**config.mk**
```make
export PLATFORM = sky130hd
export DESIGN_NAME = sme_exec
export DESIGN_NICKNAME = d
export VERILOG_FILES = /design/src/rtl/sme_pkg.sv /design/src/rtl/sme_exec.sv
export VERILOG_INCLUDE_DIRS = /design/src /design/src/rtl
export SDC_FILE = /design/constraint.sdc
export NUM_CORES = 1
export LEC_CHECK = 0
export BUFFER_PORTS_ARGS = -buffer_cell sky130_fd_sc_hd__buf_2
export CORE_AREA = 5 5 137 139
export CTS_CLUSTER_DIAMETER = 100
export DETAILED_ROUTE_END_ITERATION = 10
export DIE_AREA = 0 0 142 144
export SYNTH_ARGS = -nofsm -noshare
export SYNTH_HDL_FRONTEND = slang
export SYNTH_SLANG_ARGS = --single-unit
```
**constraint.sdc**
```tcl
create_clock -name clk -period 18.95 [get_ports clk]
set_input_delay 5.685 -clock clk [delete_from_list [all_inputs] [get_ports clk]]
set_output_delay 5.685 -clock clk [all_outputs]
set_load 0.02 [all_outputs]
```
**src/rtl/sme_defines.svh**
```systemverilog
// Offsets, field positions, reset values and widths for the shift/move/indirect datapath.
// Assumes inclusion by bare name from the package and the datapath module.
`ifndef SME_DEFINES_SVH
`define SME_DEFINES_SVH
// Register byte offsets on the Avalon-MM slave
`define SME_CTRL_OFS    8'h00
`define SME_STATUS_OFS  8'h04
`define SME_WREG_OFS    8'h08
`define SME_PTR0_OFS    8'h0c
`define SME_PTR1_OFS    8'h10
// Field positions
`define SME_CTRL_EN_BIT   0
`define SME_STAT_C_BIT    0
`define SME_STAT_Z_BIT    1
// Reset values
`define SME_CTRL_RST    1'b1
`define SME_PTR_RST     16'h0000
`define SME_W_RST       8'h00
// Widths and counts
`define SME_PTR_W       16
`define SME_NUM_PTR     2
`define SME_FADDR_W     7
`define SME_OFS_W       6
`endif

```
**src/rtl/sme_pkg.sv**
```systemverilog
// Types shared by the shift/move/indirect datapath and its surroundings.
// Assumes the defines header is on the include path.
`include "sme_defines.svh"
package sme_pkg;
  // Operation selected by the decoder
  typedef enum logic [2:0] {
    SME_NOP,
    SME_SHL,
    SME_SHR,
    SME_MOV,
    SME_IND
  } sme_op_t;

  // Pointer update mode of the indirect load
  typedef enum logic [1:0] {
    SME_PRE_INC  = 2'h0,
    SME_PRE_DEC  = 2'h1,
    SME_POST_INC = 2'h2,
    SME_POST_DEC = 2'h3
  } sme_mode_t;

  // One decoded instruction
  typedef struct packed {
    sme_op_t                  op;
    logic [`SME_FADDR_W-1:0]  f_addr;
    logic                     dest;
    logic                     ptr_sel;
    sme_mode_t                pointer_update_mode;
    logic                     indexed;
    logic [`SME_OFS_W-1:0]    offset;
  } sme_cmd_t;
endpackage

```
**src/rtl/sme_exec.sv**
```systemverilog
// Execution datapath: logical shifts, file move and indirect load, with an Avalon-MM slave.
// Assumes decoder and file memory on clk; file and data memory reads return in the same cycle.
// Function
// - Left shift: bit7 to carry, rest up
// - Left shift puts zero in bit0
// - Right shift: bit0 to carry, rest down
// - Right shift puts zero in bit7
// - Shift destination bit picks file or W
// - Move copies file register to W/file
// - Move updates zero flag from value
// - Indexed load adds signed offset -32..31
// - Two pointers, pre/post inc/dec forms
// - Mode encoding 00,01,10,11 as listed
// - Indirect load writes W, updates zero
// - Pointer wraps at 16 bits
//
// The Avalon-MM register port and the register addresses are this design's own decisions.
`timescale 1ns/100ps
`include "sme_defines.svh"
module sme_exec
  import sme_pkg::*;
#(
  parameter int PTR_W = `SME_PTR_W
) (
  input  wire logic                    clk,
  input  wire logic                    rst,
  input  wire sme_cmd_t                cmd,
  input  wire logic                    cmd_valid,
  output logic                         cmd_ready,
  output logic [`SME_FADDR_W-1:0]      file_raddr,
  input  wire logic [7:0]              file_rdata,
  output logic                         file_we,
  output logic [`SME_FADDR_W-1:0]      file_waddr,
  output logic [7:0]                   file_wdata,
  output logic [PTR_W-1:0]             mem_addr,
  input  wire logic [7:0]              mem_rdata,
  output logic [7:0]                   w_out,
  output logic                         carry_out,
  output logic                         zero_out,
  input  wire logic [7:0]              avs_address,
  input  wire logic                    avs_read,
  input  wire logic                    avs_write,
  input  wire logic [31:0]             avs_writedata,
  input  wire logic [3:0]              avs_byteenable,
  output logic [31:0]                  avs_readdata,
  output logic                         avs_waitrequest
);

  // Effective address of the indirect load
  function automatic logic [PTR_W-1:0] ind_addr(input logic [PTR_W-1:0] p,
                                                input sme_mode_t m, input logic idx,
                                                input logic [`SME_OFS_W-1:0] k);
    logic [PTR_W-1:0] a;
    a = p;
    if (idx) begin
      a = p + {{(PTR_W-`SME_OFS_W){k[`SME_OFS_W-1]}}, k};
    end else if (m == SME_PRE_INC) begin
      a = p + 1'b1;
    end else if (m == SME_PRE_DEC) begin
      a = p - 1'b1;
    end
    return a;
  endfunction

  // Pointer value after the indirect load; wraps naturally at PTR_W bits
  function automatic logic [PTR_W-1:0] ind_next(input logic [PTR_W-1:0] p,
                                                input sme_mode_t m, input logic idx);
    logic [PTR_W-1:0] n;
    n = p;
    if (!idx) begin
      n = (m == SME_PRE_INC || m == SME_POST_INC) ? p + 1'b1 : p - 1'b1;
    end
    return n;
  endfunction

  // Byte-lane merge of a bus write into an old word
  function automatic logic [31:0] be_merge(input logic [31:0] old, input logic [31:0] wd,
                                           input logic [3:0] be);
    logic [31:0] r;
    r = old;
    for (int b = 0; b < 4; b++) begin
      if (be[b]) begin
        r[b*8 +: 8] = wd[b*8 +: 8];
      end
    end
    return r;
  endfunction

  logic                    ctrl_en_q;
  logic                    ctrl_en_d;
  logic [7:0]              w_q;
  logic [7:0]              w_d;
  logic                    carry_q;
  logic                    carry_d;
  logic                    zero_q;
  logic                    zero_d;
  logic                    fwe_q;
  logic [`SME_FADDR_W-1:0] fwaddr_q;
  logic [7:0]              fwdata_q;
  logic [PTR_W-1:0]        ptr_q [`SME_NUM_PTR];
  logic [PTR_W-1:0]        ptr_d [`SME_NUM_PTR];
  logic                    ack_q;
  logic [31:0]             rdata_q;

  // Instruction side decode
  wire              take     = cmd_valid & cmd_ready;
  wire              is_shl   = take & (cmd.op == SME_SHL);
  wire              is_shr   = take & (cmd.op == SME_SHR);
  wire              is_mov   = take & (cmd.op == SME_MOV);
  wire              is_ind   = take & (cmd.op == SME_IND);
  wire              is_file  = is_shl | is_shr | is_mov;
  wire [7:0]        shl_res  = {file_rdata[6:0], 1'b0};
  wire [7:0]        shr_res  = {1'b0, file_rdata[7:1]};
  wire [PTR_W-1:0]  cur_ptr  = ptr_q[cmd.ptr_sel];
  wire [7:0]        result   = is_shl ? shl_res :
                               is_shr ? shr_res :
                               is_ind ? mem_rdata : file_rdata;
  wire              res_zero = (result == 8'h00);

  assign cmd_ready  = ctrl_en_q;
  assign file_raddr = cmd.f_addr;
  // Pointer mode decode
  assign mem_addr   = ind_addr(cur_ptr, cmd.pointer_update_mode, cmd.indexed, cmd.offset);

  // Destination select: d=0 to W, d=1 back to file; indirect load always to W
  assign w_d     = ((is_file & ~cmd.dest) | is_ind) ? result : w_q;
  // Carry only moves on shifts
  assign carry_d = is_shl ? file_rdata[7] :
                   is_shr ? file_rdata[0] : carry_q;
  // Zero follows every executed result
  assign zero_d  = (is_file | is_ind) ? res_zero : zero_q;

  // Bus slave: one wait cycle, then the answer
  wire        req      = avs_read | avs_write;
  wire        done     = req & ack_q;
  wire        bus_wr   = avs_write & done;
  wire        hit_ctrl = (avs_address == `SME_CTRL_OFS);
  wire        hit_stat = (avs_address == `SME_STATUS_OFS);
  wire        hit_w    = (avs_address == `SME_WREG_OFS);
  wire        hit_p0   = (avs_address == `SME_PTR0_OFS);
  wire        hit_p1   = (avs_address == `SME_PTR1_OFS);
  wire [31:0] p0_word  = {{(32-PTR_W){1'b0}}, ptr_q[0]};
  wire [31:0] p1_word  = {{(32-PTR_W){1'b0}}, ptr_q[1]};
  wire [31:0] st_word  = {30'h0, zero_q, carry_q};
  wire [31:0] rd_mux   = hit_ctrl ? {31'h0, ctrl_en_q} :
                         hit_stat ? st_word :
                         hit_w    ? {24'h0, w_q} :
                         hit_p0   ? p0_word :
                         hit_p1   ? p1_word : 32'h0;   // Unmapped reads zero
  wire [31:0] ctrl_new = be_merge({31'h0, ctrl_en_q}, avs_writedata, avs_byteenable);

  assign ctrl_en_d       = (bus_wr & hit_ctrl) ? ctrl_new[`SME_CTRL_EN_BIT] : ctrl_en_q;
  assign avs_waitrequest = req & ~ack_q;
  assign avs_readdata    = rdata_q;

  // Pointer next state; an executing load beats a same-cycle bus write so no step is lost
  for (genvar i = 0; i < `SME_NUM_PTR; i++) begin : g_ptr
    wire        own_ind = is_ind & (cmd.ptr_sel == i[0]);
    wire        own_wr  = bus_wr & ((i == 0) ? hit_p0 : hit_p1);
    wire [31:0] merged  = be_merge({{(32-PTR_W){1'b0}}, ptr_q[i]}, avs_writedata,
                                   avs_byteenable);
    assign ptr_d[i] = own_ind ? ind_next(ptr_q[i], cmd.pointer_update_mode, cmd.indexed) :
                      own_wr  ? merged[PTR_W-1:0] : ptr_q[i];

    always_ff @(posedge clk) begin
      if (rst) begin
        ptr_q[i] <= PTR_W'(`SME_PTR_RST);
      end else begin
        ptr_q[i] <= ptr_d[i];
      end
    end
  end

  // Core state
  always_ff @(posedge clk) begin
    if (rst) begin
      ctrl_en_q <= `SME_CTRL_RST;
      w_q       <= `SME_W_RST;
      carry_q   <= 1'b0;
      zero_q    <= 1'b0;
    end else begin
      ctrl_en_q <= ctrl_en_d;
      w_q       <= w_d;
      carry_q   <= carry_d;
      zero_q    <= zero_d;
    end
  end

  // File write-back, one cycle after the instruction is taken
  always_ff @(posedge clk) begin
    if (rst) begin
      fwe_q    <= 1'b0;
      fwaddr_q <= '0;
      fwdata_q <= 8'h00;
    end else begin
      fwe_q    <= is_file & cmd.dest;
      fwaddr_q <= cmd.f_addr;
      fwdata_q <= result;
    end
  end

  // Bus answer; read data is caught in the wait cycle and stands through the answer
  always_ff @(posedge clk) begin
    if (rst) begin
      ack_q   <= 1'b0;
      rdata_q <= 32'h0;
    end else begin
      ack_q   <= req & ~ack_q;
      rdata_q <= (avs_read & ~ack_q) ? rd_mux : rdata_q;
    end
  end

  assign file_we    = fwe_q;
  assign file_waddr = fwaddr_q;
  assign file_wdata = fwdata_q;
  assign w_out      = w_q;
  assign carry_out  = carry_q;
  assign zero_out   = zero_q;

  // Checks next to the datapath
  chk_shl_carry_out: assert property (@(posedge clk) disable iff (rst)
    is_shl |=> carry_out == $past(file_rdata[7]))
    else $error("left shift carry wrong");

  chk_shl_w_result: assert property (@(posedge clk) disable iff (rst)
    is_shl && !cmd.dest |=> w_out == {$past(file_rdata[6:0]), 1'b0})
    else $error("left shift result wrong");

  chk_shr_carry_out: assert property (@(posedge clk) disable iff (rst)
    is_shr |=> carry_out == $past(file_rdata[0]))
    else $error("right shift carry wrong");

  chk_shr_file_write: assert property (@(posedge clk) disable iff (rst)
    is_shr && cmd.dest |=> file_we && file_wdata == {1'b0, $past(file_rdata[7:1])})
    else $error("right shift write-back wrong");

  chk_dest_file_keep: assert property (@(posedge clk) disable iff (rst)
    is_file && cmd.dest |=> file_waddr == $past(cmd.f_addr) && $stable(w_out))
    else $error("file destination disturbed W");

  chk_mov_w_copy: assert property (@(posedge clk) disable iff (rst)
    is_mov && !cmd.dest |=> w_out == $past(file_rdata) && !file_we)
    else $error("move to W wrong");

  chk_mov_zero_flag: assert property (@(posedge clk) disable iff (rst)
    is_mov |=> zero_out == ($past(file_rdata) == 8'h00))
    else $error("move zero flag wrong");

  chk_ind_index_addr: assert property (@(posedge clk) disable iff (rst)
    is_ind && cmd.indexed |-> mem_addr == cur_ptr + {{(PTR_W-6){cmd.offset[5]}}, cmd.offset}
    ##1 ptr_q[$past(cmd.ptr_sel)] == $past(cur_ptr))
    else $error("indexed load address wrong");

  chk_ind_post_inc: assert property (@(posedge clk) disable iff (rst)
    is_ind && !cmd.indexed && cmd.pointer_update_mode == 2'h2 |-> mem_addr == cur_ptr
    ##1 ptr_q[$past(cmd.ptr_sel)] == PTR_W'($past(cur_ptr) + 1'b1))
    else $error("post-increment wrong");

  chk_ind_pre_dec: assert property (@(posedge clk) disable iff (rst)
    is_ind && !cmd.indexed && cmd.pointer_update_mode == 2'h1
    |-> mem_addr == PTR_W'(cur_ptr - 1'b1))
    else $error("pre-decrement address wrong");

  chk_ind_load_w: assert property (@(posedge clk) disable iff (rst)
    is_ind |=> w_out == $past(mem_rdata) && zero_out == ($past(mem_rdata) == 8'h00))
    else $error("indirect load result wrong");

  chk_ptr_wrap_top: assert property (@(posedge clk) disable iff (rst)
    is_ind && !cmd.indexed && cur_ptr == {PTR_W{1'b1}} && cmd.pointer_update_mode == SME_PRE_INC
    |-> mem_addr == '0 ##1 ptr_q[$past(cmd.ptr_sel)] == '0)
    else $error("pointer wrap wrong");

  chk_carry_kept: assert property (@(posedge clk) disable iff (rst)
    (is_mov || is_ind) |=> $stable(carry_out))
    else $error("carry changed by non-shift");

  chk_mov_one_cycle: assert property (@(posedge clk) disable iff (rst)
    is_mov && cmd.dest |=> file_we && file_wdata == $past(file_rdata)
    ##1 (!file_we || $past(is_file && cmd.dest)))
    else $error("move write-back not single cycle");

  chk_bus_answer: assert property (@(posedge clk) disable iff (rst)
    avs_waitrequest |=> !req || !avs_waitrequest)
    else $error("bus answer late");
endmodule

```
==> metrics.md, run 1 <==
| Metric | Value |
|---|---|
| PwrDens | 58.89 nW/µm² |
| Dpl hpwl | 16200 µm |
| Worst-Skew Late Latency | 340 ps |
| Initial antenna violation count | 1 |
| CP arrival | 9570 ps |
| Clk sinks | 76 |
| Initial Util | 0.3890 |
| Tot Pwr | 462.0 µW |
| Cell area after synthesis | 6820 µm² |
| MaxCap Viol Count | 0 |
| Synth async-reset ratio | 0 |
| Share of post-route cells with drive strength above 1 | 0.1718 |
| RSZ-0062 raised after global routing | no |
| HP Class | reg2reg |
| CP Class | in2out |
| Synth-to-layout area growth | 15.04% |
| Critical path endpoint category | output port |
| Initial DRC count | 489 |
| Routability cong. | slightly above 0.9 |
| Yosys cell types | 67 |
| Hold WS | 452.2 ps |
| Filler Cell Count | 1832 |
| Outcome | completed |
| CORE AREA | about 18000 µm² |
| Yosys warning count | 0 |
| Post-route cell area | 7846 µm² |
| Tightest Pin Transition | just under 1000 ps |
| Dpl cell area | 7511 µm² |
| Synth Instances | 926 |
| DR vias/cell | approximately 5.6 |
| Ys flop type | dfxtp_1 |
| Slew HR | 0.3462 |
| Reg clk slew, reported paths | 60 ps |
| Nets | 1159 |
| Root buffer cell | clkbuf_16 |
| Vias in the first global route | roughly 6.4k |
| Die span in x | 142 µm |
| Final ANT Viol Nets | 0 |
| Mean Syn Cell Area | 7.365 µm² |
| DRC viols | 0 |
| Number of setup violations in the final report | 0 |
| Leakage power | 3.456 nW |
| Crit share post-route | 0.8049 |
| CP Max Fanout | 30 |
| Routed wire length per instance | about 17 µm |
| Postcts setup bufs | 0 |
| Max Root-Sink Buffers | 2 |
| Placed insts | 1243 |
| First-pass GRT wire length | 33020 µm |
| Die area | between 20000 and 25000 µm² |
| Largest net degree at the start of global routing | 79 |
| Worst Skew | 6.060 ps |
| DIE HEIGHT | 144 µm |
| Total grt overflow | 0 |
| Boundary pin count | 169 |
| Hold Vio Cnt, Final | 0 |
| PostCTS Resize Cnt | 0 |
| Fin. max-slew vios | 0 |
| Final Non-Filler Cells | ~1.3k |
| Total GRT Usage | 0.1984 |
| Setup TNS | 0 ps |
| Buffers added on ports | roughly 130 |
| H-tree depth | 3 |
| CTS tree | yes |
| Minimum clock period | 15250 ps |
| Startpoint types | input pin |
| CTS buffer count | 9 |
| Highest Clock Rate | ~0.066 GHz |
| FP Rows | 49 |
| Critical path data required time | 13260 ps |
| Yosys reg bits | 76 |
| Peak supply drop | 0.03229 mV |
| # hold bufs at CTS | 0 |
| Drt pass-1 iters | 5 |
| Number of synthesized flops with an enable pin | 0 |
| Sequential-to-total area share from yosys stat | 0.2231 |
| Vias | 7000 |
| Drt total wl | 21010 µm |
synthesized netlist by cell type (3+ instances only):
master / n / share of area
nand2_1: 73 / 0.040
nor2b_1: 16 / 0.015
dfxtp_1: 76 / 0.22
a221oi_1: 6 / 0.0077
o21ai_0: 61 / 0.045
nand2b_1: 8 / 0.0073
xor2_1: 19 / 0.024
buf_4: 23 / 0.025
a22oi_1: 13 / 0.014
a21oi_1: 69 / 0.051
a222oi_1: 6 / 0.0088
o21ai_1: 8 / 0.0059
nand3_1: 26 / 0.019
ha_1: 45 / 0.083
or2_2: 4 / 0.0037
o21a_1: 6 / 0.0066
or3_1: 11 / 0.010
mux2_2: 5 / 0.0083
nor4b_1: 3 / 0.0039
o2111ai_1: 3 / 0.0039
nor3_1: 34 / 0.025
fa_1: 3 / 0.0088
buf_2: 9 / 0.0066
nor2_1: 139 / 0.076
a31oi_1: 17 / 0.016
nand4_1: 9 / 0.0083
clkbuf_1: 29 / 0.016
a211oi_2: 3 / 0.0055
xnor2_1: 23 / 0.030
a311oi_1: 3 / 0.0039
a21o_1: 9 / 0.0099
nor4_1: 6 / 0.0055
inv_1: 27 / 0.015
nand3b_1: 4 / 0.0044
o211ai_1: 8 / 0.0088
mux2i_1: 32 / 0.047
o22ai_1: 6 / 0.0055
a2111oi_0: 4 / 0.0051
and3_1: 8 / 0.0073
a211oi_1: 33 / 0.036
kinds of logic after synthesis:
logic type / after synthesis / share of synthesized area
fa+ha+maj: 48 / 0.09136
compound gates: 272 / 0.2576
simple gates: 359 / 0.2528
other cells: 1 / 0.0005498
mux: 37 / 0.05522
buf+inv: 91 / 0.06549
flops: 76 / 0.2231
xor+xnor: 42 / 0.05393
registers in the layout (all words and copies together), names as in the netlist:
register	flops
cmd_ready	1
w_out	8
file_we	1
file_wdata	8
ptr_q	32
zero_out	1
file_waddr	7
avs_readdata	16
ack_q	1
carry_out	1
final cells by class:
cell class | count | area, µm² | area share
flip-flops and latches | 76 | 1521 | 0.1939
clock inverters | 6 | 93.84 | 0.01196
clock buffers | 10 | 239.0 | 0.03046
multi-input cells | 774 | 4908 | 0.6256
inverters | 27 | 101.3 | 0.01292
repair buffers | 137 | 693.2 | 0.08834
diodes | 1 | 2.502 | 0.0003189
well taps | 229 | 286.5 | 0.03652
metal layers:
metal  global-route usage  vias up  wire [µm]  share of wire
li1                     -     3555          -              -
met1               0.2642     3229       9282           0.44
met2               0.3302      179      10170           0.48
met3              0.02778       37       1014          0.048
met4              0.06869        0        541          0.026
met5                    0        -          0              0
cells in the final DEF, fill, tap and decap left out, types with 9 or more instances in the layout:
cell type and instances:
nor2_1 139, buf_2 134, dfxtp_1 76, nand2_1 73, a21oi_1 69, o21ai_0 61, ha_1 45, nor3_1 34
a211oi_1 33, mux2i_1 32, inv_1 27, nand3_1 26, xnor2_1 23, xor2_1 19, a31oi_1 17, nor2b_1 16
conb_1 16, a22oi_1 13, or3_1 11, a21o_1 9, nand4_1 9, clkbuf_16 9
worst paths after layout:
kind	start	end	slack [ps]	depth (start not counted)
worst max-delay path	cmd[9]	mem_addr[12]	3700	14
worst min-delay path	avs_readdata[0]	avs_readdata[0]	450	2
worst max register to register	ptr_q[0][0]	ptr_q[0][14]	15980	10
worst min register to register	avs_readdata[0]	avs_readdata[0]	450	2
report_power, final:
part / internal [mW] / switching (mW)
combinational: 0.0358 / 0.0631
sequential: 0.165 / 0.00419
clock: 0.120 / 0.0736
metrics by stage:
stage | utilization | worst slack (ps)
finish | 0.4475 | 3698
floorplan | - | 4590
detailed placement | 0.4284 | 3697
CTS | 0.4473 | 3677
global route | 0.4475 | 3319
global placement | 0.4284 | 3702
critical path: stages:
cell and delay [ps]:
buf_2 530, mux2i_1 500, inv_1 150, ha_1 250, fa_1 440, a21o_1 200
a21oi_1 230, nor2b_1 90, o41ai_1 480, o21ai_0 230, o41ai_1 350, xor2_1 180
mux2i_1 80, buf_2 180
Power figures use the tool's default switching activity.
==> inputs of run 2 (changes only) <==
Clock period 18.95 ns to 13.2 ns, I/O delays scaled along.
==> run 2 against run 1 <==
Effect of this change: count of clock-buffer cells in the layout is the same; wire length rose by 0.84%; register-to-register slack got worse by 5700 ps; clock power up 33%; total power is 39% higher; cell area is 0.32% lower; sequential cell count stayed put; sequential share of layout area grew 0.062 points; critical path depth unchanged; largest cell class unchanged.
==> metrics.md, run 2 (synthesis gave the netlist of run 1 again) <==
| Metric | Value |
|---|---|
| # hold bufs at CTS | 0 |
| Leakage power | 3.441 nW |
| Total GRT Usage | 0.2007 |
| Buffers added on ports | 134 |
| Share of post-route cells with drive strength above 1 | 0.1718 |
| Initial DRC count | 460 |
| Register name with the most flops | ptr_q |
| Startpoint types | input pin |
| Critical path endpoint category | output port |
| N_diodes | 0 |
| Worst Skew | 5.099 ps |
| Number of setup violations in the final report | 0 |
| Register area | 1521 µm² |
| Filler Cell Count | 1847 |
| Routability cong. | 0.9289 |
| PostCTS Resize Cnt | 0 |
| Dpl hpwl | 16410 µm |
| CORE AREA | around 18000 µm² |
| Die area | 20450 µm² |
| Critical path data required time | 9240 ps |
| DIE HEIGHT | 144 µm |
| First-pass GRT wire length | 33410 µm |
| Slew HR | 0.3648 |
| Reg2reg path depth | 10 |
| Boundary pin count | 169 |
| Setup TNS | 0 ps |
| Post-Place Worst Slack | ~1400 ps |
| Crit share post-route | 0.8905 |
| Clk sinks | 76 |
| RSZ-0062 raised after global routing | no |
| Max FFs per register | 32 |
| Hold WS | 450.6 ps |
| R2r endpoint | ptr_q[0][14] |
| CTS buffer count | 9 |
| Area of the multi-input gates | 4908 µm² |
| R2R Path Start | ptr_q[0][0] |
| Final worst slack | 1446 ps |
| Commonest non-fill, non-tap cell in the layout | nor2_1 |
| Largest net degree at the start of global routing | 79 |
| CP arrival | a little under 8000 ps |
| Hold Path Depth | 2 |
| Worst Hold Launch | avs_readdata[0] |
| Postcts setup bufs | 0 |
| Vias in the first global route | 6495 |
| Max Root-Sink Buffers | 2 |
| Most frequent cells in the layout | 139 x nor2_1, 134 x buf_2, 76 x dfxtp_1, 73 x nand2_1, 69 x a21oi_1 |
| Outcome | completed |
| PwrDens | between 80 and 90 nW/µm² |
| FP Rows | 49 |
| Peak supply drop | 0.05664 mV |
| Worst-Skew Late Latency | 340 ps |
| DR vias/cell | 5.544 |
| Initial Util | 0.3890 |
| Highest Clock Rate | 0.08508 GHz |
| Tot Pwr | 643.6 µW |
| Minimum clock period | between 10000 and 15000 ps |
| Fin. max-slew vios | 0 |
| MaxCap Viol Count | 0 |
| HP Class | reg2reg |
| Hold Vio Cnt, Final | 0 |
| Vias | 6980 |
| Dpl cell area | approximately 7500 µm² |
| DRC viols | 0 |
| Post-route cell area | ~7800 µm² |
| Root buffer cell | clkbuf_16 |
| Nets | between 1k and 1.5k |
| Routed wire length per instance | 16.83 µm |
| Total grt overflow | 0 |
| Initial antenna violation count | 0 |
| CP Max Fanout | 30 |
| CP Class | in2out |
| Tightest Pin Transition | 950.9 ps |
| CTS tree | yes |
| Drt pass-1 iters | 7 |
| Reg2reg setup slack | 10260 ps |
| H-tree depth | 3 |
| Die span in x | 142 µm |
| Reg clk slew, reported paths | 60 ps |
| Synth-to-layout area growth | 14.68% |
| Hold endpoint | avs_readdata[0] |
| Drt total wl | 21190 µm |
| Final ANT Viol Nets | 0 |
-- run 2: cell types whose count changed in the layout (fill, tap and decap cells not counted) --
cell	delta
clkinv_4	+1
bufinv_16	-1
inv_6	-1
clkinvlp_4	+1
diode_2	-1
-- run 2: worst max path at each step --
stage / start / to / cells past startpoint
final: cmd[9] / mem_addr[12] / 14
after global placement: cmd[9] / mem_addr[12] / 14
after global routing: cmd[9] / mem_addr[12] / 14
after floorplan: cmd[9] / mem_addr[12] / 13
after CTS: cmd[9] / mem_addr[12] / 14
after detailed placement: cmd[9] / mem_addr[12] / 14
-- run 2: area by class of cell --
cell class,count,area share
clock buffers,10,0.03056
clock inverters,6,0.009119
well taps,229,0.03663
flip-flops and latches,76,0.1945
repair buffers,137,0.08863
multi-input cells,774,0.6276
inverters,27,0.01296
-- run 2: report_power, final --
| part | leakage, nW | internal [mW] | switching (mW) | total (mW) |
|---|---|---|---|---|
| registers | 0.619 | 0.237 | 0.00623 | 0.243 |
| logic | 2.68 | 0.0514 | 0.0910 | 0.142 |
| clock network | 0.146 | 0.153 | 0.105 | 0.258 |
| total | 3.44 | 0.442 | 0.202 | 0.644 |
-- run 2: routing by layer --
layer  up-vias  global-route usage  share of wire
met5         -                   0              0
li1       3559                   -              -
met2       208              0.3384           0.48
met1      3173              0.2640           0.43
met4         0             0.06818          0.028
met3        40             0.02844          0.056
-- run 2: stage by stage --
step,std cells,util
finish,1259,0.4461
global placement,1243,0.4284
detailed placement,1243,0.4284
global route,1259,0.4461
floorplan,941,-
CTS,1259,0.4461
-- run 2: critical path, cell delays in order --
cell and delay (ps):
buf_2 530, mux2i_1 490, inv_1 140, ha_1 250, fa_1 440, a21o_1 200
a21oi_1 220, nor2b_1 90, o41ai_1 440, o21ai_0 230, o41ai_1 350, xor2_1 180
mux2i_1 80, buf_2 180
